==> config.mk <==
export PLATFORM = sky130hd
export DESIGN_NAME = uart_dds
export DESIGN_NICKNAME = d
export VERILOG_FILES = /design/src/logic/uart_pkg.sv /design/src/logic/uart_dds.sv
export SDC_FILE = /design/constraint.sdc
export NUM_CORES = 1
export LEC_CHECK = 0
export BUFFER_PORTS_ARGS = -buffer_cell sky130_fd_sc_hd__buf_2
export CORE_ASPECT_RATIO = 1.75
export CORE_MARGIN = 3
export CORE_UTILIZATION = 45
export DETAILED_ROUTE_END_ITERATION = 8
export GPL_ROUTABILITY_DRIVEN = 0
export PLACE_DENSITY = 0.67
export REMOVE_ABC_BUFFERS = 1
export SLEW_MARGIN = 10
export SYNTH_ARGS = -nofsm -noshare
export SYNTH_HDL_FRONTEND = slang
export SYNTH_SLANG_ARGS = --single-unit
==> constraint.sdc <==
create_clock -name clk_i -period 2.6 [get_ports clk_i]
set_clock_uncertainty 0.1 [all_clocks]
set_input_delay 0.39 -clock clk_i [delete_from_list [all_inputs] [get_ports clk_i]]
set_output_delay 0.39 -clock clk_i [all_outputs]
set_load 0.01 [all_outputs]
==> src/logic/uart_pkg.sv <==
/*
 * package for the double buffered uart: register map, field layout,
 * build constants, state encodings and carrier structs.
 * assumes a 50 MHz system clock and an axi4-lite register bus.
 */
`default_nettype none
package uart_pkg;
   // ***********************************
   // clock and line figures
   // ***********************************
   localparam int unsigned CLK_HZ      = 50_000_000;
   localparam int unsigned BAUD_HZ     = 115_200;
   localparam int unsigned OVERSAMPLE  = 16;
   localparam int unsigned DATA_W      = 8;
   localparam int unsigned STOP_BITS   = 1;
   localparam int unsigned INC_W       = 8;
   // tick rate and accumulator width derived so the increment sits in [0.5:1.0) of 2^INC_W
   localparam longint unsigned TICK_HZ = longint'(BAUD_HZ) * OVERSAMPLE;
   function automatic int acc_width();
      int d;
      longint unsigned inc;
      d = INC_W;
      inc = 0;
      for (int k = INC_W; k < 40; k++) begin
         inc = (TICK_HZ * (64'h1 << k) + CLK_HZ / 2) / CLK_HZ;
         if (inc < (64'h1 << INC_W)) begin
            d = k;
         end
      end
      return d;
   endfunction
   localparam int unsigned ACC_W = acc_width();
   localparam logic [INC_W-1:0] PHASE_INC =
      INC_W'((TICK_HZ * (64'h1 << ACC_W) + CLK_HZ / 2) / CLK_HZ);
   localparam int unsigned HALF_BIT = OVERSAMPLE / 2;
   localparam int unsigned CNT_W    = 8;
   localparam int unsigned RX_BITS  = DATA_W + 2;
   // ***********************************
   // register map (byte addresses)
   // ***********************************
   localparam logic [7:0]  ADDR_DATA   = 8'h00;
   localparam logic [7:0]  ADDR_STAT   = 8'h04;
   localparam logic [7:0]  ADDR_CTRL   = 8'h08;
   localparam int unsigned BIT_RX_RDY  = 8;
   localparam int unsigned BIT_TX_RDY  = 9;
   localparam int unsigned BIT_LOOP    = 0;
   localparam int unsigned BIT_ERR_START = 0;
   localparam int unsigned BIT_ERR_STOP  = 1;
   localparam int unsigned BIT_ERR_OVR   = 2;
   localparam logic [1:0]  RESP_OKAY   = 2'h0;
   localparam logic [1:0]  RESP_SLVERR = 2'h2;
   // ***********************************
   // states (gray along usual tx path; rx load back to idle flips both bits)
   // ***********************************
   typedef enum logic [1:0] {
      TX_IDLE = 2'h0, TX_WAIT = 2'h1, TX_LOAD = 2'h3, TX_DATA = 2'h2
   } tx_state_t;
   typedef enum logic [1:0] {
      RX_IDLE = 2'h0, RX_DATA = 2'h1, RX_LOAD = 2'h3, RX_WAIT = 2'h2
   } rx_state_t;
   // ***********************************
   // carriers
   // ***********************************
   typedef struct packed {
      logic        overrun;
      logic        bad_stop;
      logic        bad_start;
   } rx_err_t;
   typedef struct packed {
      logic [7:0]  data;
      logic        rx_rdy;
      logic        tx_rdy;
   } par_t;
endpackage
`default_nettype wire

==> src/logic/uart_dds.sv <==
/*
 * double buffered uart with phase accumulator baud tick, axi4-lite slave.
 * assumes a single 50 MHz clock, synchronous active high reset, and that
 * the serial input is already synchronous to clk_i.
 */
`default_nettype none
module uart_dds
   import uart_pkg::*;
(
   input  wire logic        clk_i,
   input  wire logic        rst_i,
   input  wire logic [7:0]  s_axi_awaddr_i,
   input  wire logic        s_axi_awvalid_i,
   output logic             s_axi_awready_o,
   input  wire logic [31:0] s_axi_wdata_i,
   input  wire logic [3:0]  s_axi_wstrb_i,
   input  wire logic        s_axi_wvalid_i,
   output logic             s_axi_wready_o,
   output logic [1:0]       s_axi_bresp_o,
   output logic             s_axi_bvalid_o,
   input  wire logic        s_axi_bready_i,
   input  wire logic [7:0]  s_axi_araddr_i,
   input  wire logic        s_axi_arvalid_i,
   output logic             s_axi_arready_o,
   output logic [31:0]      s_axi_rdata_o,
   output logic [1:0]       s_axi_rresp_o,
   output logic             s_axi_rvalid_o,
   input  wire logic        s_axi_rready_i,
   input  wire logic        rx_i,
   output logic             tx_o
);
   // ***********************************
   // baud tick
   // ***********************************
   logic [ACC_W-1:0] acc_q;
   logic             msb_q;
   logic             tick;
   always_ff @(posedge clk_i) begin
      if (rst_i) begin
         acc_q <= '0;
      end else begin
         acc_q <= acc_q + ACC_W'(PHASE_INC);
      end
   end
   always_ff @(posedge clk_i) begin
      if (rst_i) begin
         msb_q <= 1'b0;
      end else begin
         msb_q <= acc_q[ACC_W-1];
      end
   end
   // a tick is the rising edge of the accumulator msb, seen by the system clock
   assign tick = acc_q[ACC_W-1] & ~msb_q;
   // ***********************************
   // register bus
   // ***********************************
   logic       aw_q, w_q;
   logic [7:0] awaddr_q;
   logic [7:0] wdata_q;
   logic       wlane_q;
   logic       do_wr, wr_en, tx_push, rx_pop, loop_q;
   par_t       par;
   rx_err_t    err_q, err_set, err_clr;
   // write decode, shared by the data, status and control registers
   function automatic logic wr_hit(input logic en, input logic [7:0] addr,
                                   input logic [7:0] target);
      return en && addr == target;
   endfunction
   always_ff @(posedge clk_i) begin
      if (rst_i) begin
         aw_q     <= 1'b0;
         awaddr_q <= 8'h00;
      end else if (s_axi_awvalid_i && s_axi_awready_o) begin
         aw_q     <= 1'b1;
         awaddr_q <= s_axi_awaddr_i;
      end else if (do_wr) begin
         aw_q     <= 1'b0;
      end
   end
   always_ff @(posedge clk_i) begin
      if (rst_i) begin
         w_q     <= 1'b0;
         wdata_q <= 8'h00;
         wlane_q <= 1'b0;
      end else if (s_axi_wvalid_i && s_axi_wready_o) begin
         w_q     <= 1'b1;
         wdata_q <= s_axi_wdata_i[7:0];
         wlane_q <= s_axi_wstrb_i[0];
      end else if (do_wr) begin
         w_q     <= 1'b0;
      end
   end
   always_ff @(posedge clk_i) begin
      if (rst_i) begin
         s_axi_awready_o <= 1'b1;
         s_axi_wready_o  <= 1'b1;
      end else begin
         s_axi_awready_o <= !(aw_q || (s_axi_awvalid_i && s_axi_awready_o)) || do_wr;
         s_axi_wready_o  <= !(w_q || (s_axi_wvalid_i && s_axi_wready_o)) || do_wr;
      end
   end
   assign do_wr   = aw_q && w_q && !s_axi_bvalid_o;
   // a write with the low lane off completes on the bus but changes nothing
   assign wr_en   = do_wr && wlane_q;
   assign tx_push = wr_hit(wr_en, awaddr_q, ADDR_DATA);
   always_ff @(posedge clk_i) begin
      if (rst_i) begin
         s_axi_bvalid_o <= 1'b0;
         s_axi_bresp_o  <= RESP_OKAY;
      end else if (do_wr) begin
         s_axi_bvalid_o <= 1'b1;
         s_axi_bresp_o  <= (awaddr_q == ADDR_DATA || awaddr_q == ADDR_CTRL ||
                            awaddr_q == ADDR_STAT) ? RESP_OKAY : RESP_SLVERR;
      end else if (s_axi_bready_i) begin
         s_axi_bvalid_o <= 1'b0;
      end
   end
   always_ff @(posedge clk_i) begin
      if (rst_i) begin
         loop_q <= 1'b0;
      end else if (wr_hit(wr_en, awaddr_q, ADDR_CTRL)) begin
         loop_q <= wdata_q[BIT_LOOP];
      end
   end
   // read path: one cycle from address to data
   always_ff @(posedge clk_i) begin
      if (rst_i) begin
         s_axi_arready_o <= 1'b1;
      end else if (s_axi_arvalid_i && s_axi_arready_o) begin
         s_axi_arready_o <= 1'b0;
      end else if (s_axi_rvalid_o && s_axi_rready_i) begin
         s_axi_arready_o <= 1'b1;
      end
   end
   assign rx_pop = s_axi_arvalid_i && s_axi_arready_o && s_axi_araddr_i == ADDR_DATA;
   always_ff @(posedge clk_i) begin
      if (rst_i) begin
         s_axi_rvalid_o <= 1'b0;
         s_axi_rdata_o  <= 32'h0000_0000;
         s_axi_rresp_o  <= RESP_OKAY;
      end else if (s_axi_arvalid_i && s_axi_arready_o) begin
         s_axi_rvalid_o <= 1'b1;
         s_axi_rresp_o  <= RESP_OKAY;
         case (s_axi_araddr_i)
            ADDR_DATA: s_axi_rdata_o <= {22'h0, par.tx_rdy, par.rx_rdy, par.data};
            ADDR_STAT: s_axi_rdata_o <= {29'h0, err_q};
            ADDR_CTRL: s_axi_rdata_o <= {31'h0, loop_q};
            default: begin
               s_axi_rdata_o <= 32'h0000_0000;
               s_axi_rresp_o <= RESP_SLVERR;
            end
         endcase
      end else if (s_axi_rready_i) begin
         s_axi_rvalid_o <= 1'b0;
      end
   end
   // ***********************************
   // transmitter
   // ***********************************
   tx_state_t          tx_st_q;
   logic [DATA_W-1:0]  hold_q;
   logic               pend_q;
   logic [DATA_W+STOP_BITS:0] sh_q;
   logic [CNT_W-1:0]   tx_tk_q;
   logic [3:0]         tx_bit_q;
   logic               tx_bit_end;
   assign tx_bit_end = tick && tx_tk_q == CNT_W'(OVERSAMPLE - 1);
   always_ff @(posedge clk_i) begin
      if (rst_i) begin
         hold_q <= '0;
         pend_q <= 1'b0;
      end else if (tx_push) begin
         hold_q <= wdata_q;
         pend_q <= 1'b1;
      end else if (tx_st_q == TX_LOAD) begin
         pend_q <= 1'b0;
      end
   end
   always_ff @(posedge clk_i) begin
      if (rst_i) begin
         tx_st_q  <= TX_IDLE;
         sh_q     <= '1;
         tx_tk_q  <= '0;
         tx_bit_q <= '0;
      end else begin
         case (tx_st_q)
            TX_IDLE: if (pend_q) tx_st_q <= TX_WAIT;
            TX_WAIT: if (tick) tx_st_q <= TX_LOAD;
            TX_LOAD: begin
               sh_q     <= {{STOP_BITS{1'b1}}, hold_q, 1'b0};
               tx_tk_q  <= '0;
               tx_bit_q <= '0;
               tx_st_q  <= TX_DATA;
            end
            TX_DATA: if (tick) begin
               tx_tk_q <= tx_tk_q + CNT_W'(1);
               if (tx_bit_end) begin
                  tx_tk_q  <= '0;
                  sh_q     <= {1'b1, sh_q[DATA_W+STOP_BITS:1]};
                  tx_bit_q <= tx_bit_q + 4'h1;
                  if (tx_bit_q == 4'(DATA_W + STOP_BITS)) begin
                     tx_st_q <= pend_q ? TX_LOAD : TX_IDLE;
                  end
               end
            end
            default: tx_st_q <= TX_IDLE;
         endcase
      end
   end
   always_ff @(posedge clk_i) begin
      if (rst_i) begin
         tx_o <= 1'b1;
      end else begin
         // the line rests high outside the data state
         tx_o <= (tx_st_q == TX_DATA) ? sh_q[0] : 1'b1;
      end
   end
   // ***********************************
   // receiver
   // ***********************************
   rx_state_t          rx_st_q;
   logic               rx_line;
   logic [RX_BITS-1:0] rsh_q;
   logic [CNT_W-1:0]   rx_tk_q;
   logic [3:0]         rx_bit_q;
   logic [DATA_W-1:0]  rbuf_q;
   logic               rx_rdy_q;
   logic               tx_rdy_q;
   assign rx_line = loop_q ? tx_o : rx_i;
   always_ff @(posedge clk_i) begin
      if (rst_i) begin
         rx_st_q  <= RX_IDLE;
         rsh_q    <= '0;
         rx_tk_q  <= '0;
         rx_bit_q <= '0;
      end else begin
         case (rx_st_q)
            RX_IDLE: if (!rx_line) begin
               rx_st_q  <= RX_DATA;
               rx_tk_q  <= '0;
               rx_bit_q <= '0;
            end
            RX_DATA: if (tick) begin
               rx_tk_q <= rx_tk_q + CNT_W'(1);
               // first sample half a bit in, then every full bit
               if (rx_tk_q == CNT_W'(HALF_BIT - 1) + (rx_bit_q != 4'h0 ?
                   CNT_W'(HALF_BIT) : CNT_W'(0))) begin
                  rx_tk_q  <= '0;
                  rsh_q    <= {rx_line, rsh_q[RX_BITS-1:1]};
                  rx_bit_q <= rx_bit_q + 4'h1;
                  if (rx_bit_q == 4'(RX_BITS - 1)) rx_st_q <= RX_LOAD;
               end
            end
            RX_LOAD: rx_st_q <= rx_line ? RX_IDLE : RX_WAIT;
            RX_WAIT: if (rx_line) rx_st_q <= RX_IDLE;
            default: rx_st_q <= RX_IDLE;
         endcase
      end
   end
   always_ff @(posedge clk_i) begin
      if (rst_i) begin
         rbuf_q <= '0;
      end else if (rx_st_q == RX_LOAD) begin
         rbuf_q <= rsh_q[DATA_W:1];
      end
   end
   // rx ready: a load outranks a pop, so a byte landing during a read stays flagged
   // tx ready: a push outranks a load, as the pushed byte is then still pending
   always_ff @(posedge clk_i) begin
      if (rst_i) begin
         rx_rdy_q <= 1'b0;
      end else if (rx_st_q == RX_LOAD) begin
         rx_rdy_q <= 1'b1;
      end else if (rx_pop) begin
         rx_rdy_q <= 1'b0;
      end
   end
   always_ff @(posedge clk_i) begin
      if (rst_i) begin
         tx_rdy_q <= 1'b1;
      end else if (tx_push) begin
         tx_rdy_q <= 1'b0;
      end else if (tx_st_q == TX_LOAD) begin
         tx_rdy_q <= 1'b1;
      end
   end
   // ***********************************
   // error flags
   // ***********************************
   always_comb begin
      err_set = '0;
      err_clr = '0;
      if (rx_st_q == RX_LOAD) begin
         err_set.bad_start = rsh_q[0];
         err_set.bad_stop  = ~rsh_q[RX_BITS-1];
         err_set.overrun   = rx_rdy_q & ~rx_pop;
      end
      if (wr_hit(wr_en, awaddr_q, ADDR_STAT)) begin
         err_clr.bad_start = wdata_q[BIT_ERR_START];
         err_clr.bad_stop  = wdata_q[BIT_ERR_STOP];
         err_clr.overrun   = wdata_q[BIT_ERR_OVR];
      end
   end
   // an event in the cycle of a write-one clear still sets its flag
   always_ff @(posedge clk_i) begin
      if (rst_i) begin
         err_q <= '0;
      end else begin
         err_q <= (err_q & ~err_clr) | err_set;
      end
   end
   assign par = '{data: rbuf_q, rx_rdy: rx_rdy_q, tx_rdy: tx_rdy_q};
endmodule
`default_nettype wire

; Word-level counts from Yosys, hierarchy flattened
; Cells that the tools add are included.
[classes]
add_sub_neg = 6
n_eq_ne = 24
n_mux = 53
bitwise = 9
n_reduce_logical = 44
[op_table]
columns = op, n
row1 = $mux 8, 5
row2 = $pmux 8 s2, 2
row3 = $pmux 10 s3, 1
row4 = $mux 2, 14
row5 = $eq 8x4->1 const B, 3
row6 = $mux 4, 6
row7 = $mux 10, 2
row8 = $ne 2x2->1 const B, 10
row9 = $pmux 10 s2, 1
row10 = $reduce_bool 2->1, 9
row11 = $add 8x1->8 const B, 2
row12 = $eq 8x3->1 const B, 2
row13 = $logic_not 8->1, 2
row14 = $mux 1, 16
row15 = $pmux 2 s4, 2
row16 = $pmux 4 s2, 2
row17 = $add 12x8->12 const B, 1
row18 = $logic_and 1x1->1, 12
row19 = $reduce_and 5->1, 2
row20 = $reduce_and 3->1, 3
row21 = $add 4x1->4 const B, 2
row22 = $eq 2x2->1 const B, 4
row23 = $eq 4x4->1 const B, 2
row24 = $eq 8x5->1, 1
row25 = other kinds (16), 30
[totals]
ff_bits = 145
input_bits = 60
output_inout_bits = 42
wordCells = 169

; Depth between registers and ports, before layout
[depth]
depth_word = 8
depth_mapped = 8

; Least setup slack after synthesis
; Ideal clock, no wire load.
[synth_path]
path_type = register to register
from = register rx_bit_q[0]
to = register rx_bit_q[3]
t_arrival_ns = 1.900
slack_ns = 0.538
path_stages_with_launch = 8
path_buffers = 0
period_less_slack_ns = 2.062
cell_sequence = dfxtp_1 -> inv_1 -> ha_1 -> nor3b_2 -> xnor2_1 -> or3_4 -> or4_1 -> nand3_1
[synth_between]
elab_chain_cells = 6
[synth_rtl]
columns = element, line
row1 = start: declaration, uart_dds.sv:225  ; logic [3:0] rx_bit_q;
row2 = start signal: assignment, uart_dds.sv:250  ; rx_bit_q <= rx_bit_q + 4'h1;
row3 = $reduce_bool 4->1, uart_dds.sv:246  ; if (rx_tk_q == CNT_W'(HALF_BIT - 1) + (rx_bit_q != 4'h0 ?
row4 = $mux 4, uart_dds.sv:246
row5 = $add 3x4->5, uart_dds.sv:246
row6 = $eq 8x5->1, uart_dds.sv:246
row7 = $ne 2x2->1 (no source line), -
row8 = $reduce_and 4->1 (no source line), -
; Several ways; a longest one is shown, not always the timed one. The select of a mux whose other input is x is not followed.
; A chain may end at the register's enable or synchronous reset.

; Worst setup path in the final report
; Ends and elaborated chain as after synthesis.

==> impl_metrics.yaml <==
layout:
  final_common_cell: "dfxtp_1"
  multi_input_area_um2: 2440
  fillCellCount: 1013
  seqCellArea_um2: 2400
  drive_gt1_share_pct: 15.8
  final_cell_mix: "dfxtp_1, nand2_1, nor2_1"
  area_delta_synth_final_pct: 19.5
  num_antenna_cells: 0
  fin_area_um2: 6070
  final_nets: 695
clocking:
  cts_resized: 0
  cts_hold_buf: 0
  h-tree-depth: 4
  cts.sinks: 120
  clkLatencyLatePin_ns: 0.40
  cts_setup_buffers: 0
  root_buffer: "clkbuf_16"
  cts_buffer_depth: 2
  cts_tree: "built"
  cts_made_buffers: 17
  path_clk_slew_ns: 0.05
sta:
  tns_ns: 0
  setup-violations-final: 0
  report.final.slew_viol_count: 0
  tightest_slew_ns: 0.624
  max_freq_ghz: 0.454
  timing.final.crit_share_pct: 84.7
  finalHoldViolCount: 0
  slew_headroom_pct: 58.1
  finalCriticalPeriod_ns: 2.20
  rsz0062_at_grt: "no"
routing:
  antenna_left: 0
  routed_wl_mm: 10.2
  dr.pass1.iters: 4
  wl_per_cell_um: 13.2
  num_vias: 4091
  vias_per_cell: 5.31
  drt_iter0_markers: 146
  drc: 0
worst_setup_path:
  critPathMaxFanout: 6
  startpoint_type: "register"
  end_kind: "register"
  arrival_ns: 2.45
  critPathKind: "reg -> reg"
  cp.required_ns: 2.85
yosys:
  syn_inst: 574
  dominantRegCellSynth: "dfxtp_1"
  synth_top_cells_by_area: "dfxtp_1, mux2i_1, nand2_1"
  synth-seq-area-share_pct: 47.3
  yosys.area.top_type_share_pct: 47.3
  synth_edf_count: 0
  synth_cell_type_count: 54
  synthesis.area_um2: 5080
  yosys.area.top_type: "dfxtp_1"
  yosysWarnings: 0
  async_flop_share_pct: 0
  syn_area_per_cell_um2: 8.85
  ys_ff_latch: 120
floorplan:
  io_pins: 102
  fp.dieW_um: 86.3
  initial_core_util_pct: 46.6
  die_height_um: 147
  core_area_um2: 10900
  num_rows: 50
  dieArea_um2: 12600
power:
  p_clk_share_pct: 54.5
  power_frac_seq_pct: 40.2
  power.density_nw_per_um2: 802
  swShare_pct: 21.0
  power_frac_comb_pct: 5.3
  intPower_w: 0.00385
  p_switching_w: 0.00102
  ir_worst_vdd_mv: 0.625
  p_leak_nw: 2.47
grt:
  grt_pass1_vias: 4003
  grt_max_degree: 68
  grt.total_usage_pct: 16.8
  overflow: 0
  antenna_found_initial: 0
  grt_pass1_wl_mm: 17.3
place:
  portBuffers: 50
  dp_hpwl_mm: 7.11
  place_area_um2: 5390
worst_hold_path:
  min-delay-path-class: "in -> reg"
outcome:
  status: "finished, final reports clean"
run:
  maxCapViolCount: 0
==> power groups by stage <==
| stage | Clock [W] | Combinational [W] | Sequential (W) |
|---|---|---|---|
| after global placement | 0 | 0.000248 | 0.00199 |
| final | 0.00265 | 0.000258 | 0.00196 |
| after detailed placement | 0 | 0.000256 | 0.00200 |
| after floorplan | 0 | 0.000149 | 0.00199 |
| after CTS | 0.00270 | 0.000259 | 0.00196 |
| after global routing | 0.00278 | 0.000294 | 0.00196 |
==> cells by family after synthesis <==
group	Yosys count	share of synthesized area, %
AO/OA/AOI/OAI	118	14.9
XOR/XNOR	11	1.90
adder cells (fa/ha/maj)	8	1.97
buffers and inverters	59	6.31
flip-flops	120	47.3
multiplexers	32	6.36
other	1	0.0739
AND/OR/NAND/NOR	225	21.2
==> final cells by class <==
cell class,instances,area share (%)
clock buffer,20,7.53
clock inverter,12,3.65
inverter,8,0.495
multi-input combinational,418,40.2
sequential,120,39.6
tap,130,2.68
timing repair buffer,62,5.82
==> worst paths after layout <==
kind                    startpoint          end  slack [ns]  cells after the start
setup reg to reg       rx_bit_q[0]  rx_bit_q[3]        0.40                      7
hold reg to reg            wlane_q      wlane_q        0.35                      2
setup / recovery       rx_bit_q[0]  rx_bit_q[3]        0.40                      7
hold / removal    s_axi_wdata_i[4]   wdata_q[4]        0.12                      3
==> critical path: stages, from the launching register on <==
cell	delay, ns
dfxtp_1	0.40
inv_1	0.07
ha_1	0.18
nor3b_2	0.15
xnor2_1	0.25
or3_4	0.44
or4_1	0.47
nand3_1	0.09
==> per-layer routing <==
layer  global-route usage, %  share of wire [%]  vias up
met5                       0                  0        -
met4                    7.80                1.4        0
met3                    4.46                3.7       14
met2                    30.2                 54       76
met1                    18.0                 41     1920
li1                        -                  -     2081
==> Yosys cell counts, drive strengths merged, types with 5 or more instances <==
cell type,n
nand2b,10
nand2,78
a22o,12
a21oi,49
inv,8
xor2,9
and2,5
a31oi,10
o21ai,16
dfxtp,120
buf,32
nor4,6
and3,7
ha,8
nor3,17
nand3,12
nor2b,8
mux2i,30
nor2,62
or3,7
clkbuf,19
==> flip-flops by register name (all words and copies together), names as in the netlist, 2 cells and up <==
| name | flops |
|---|---|
| s_axi_rdata_o | 10 |
| awaddr_q | 8 |
| rx_tk_q | 8 |
| tx_st_q | 2 |
| rbuf_q | 8 |
| acc_q | 12 |
| tx_tk_q | 8 |
| err_q | 3 |
| rx_st_q | 2 |
| hold_q | 8 |
| rx_bit_q | 4 |
| rsh_q | 10 |
| wdata_q | 8 |
| sh_q | 9 |
| tx_bit_q | 4 |
==> through the flow <==
stage | hold slack, ns | setup slack [ns] | power (W) | cells | util, %
global route | 0.117 | 0.184 | 0.00504 | 770 | 55.7
global placement | 0.341 | 0.443 | 0.00224 | 738 | 49.5
CTS | 0.108 | 0.392 | 0.00492 | 770 | 55.7
detailed placement | 0.341 | 0.403 | 0.00225 | 738 | 49.5
finish | 0.124 | 0.397 | 0.00487 | 770 | 55.7
floorplan | 0.315 | 0.354 | 0.00214 | 546 | -
Power figures use the tool's default switching activity.
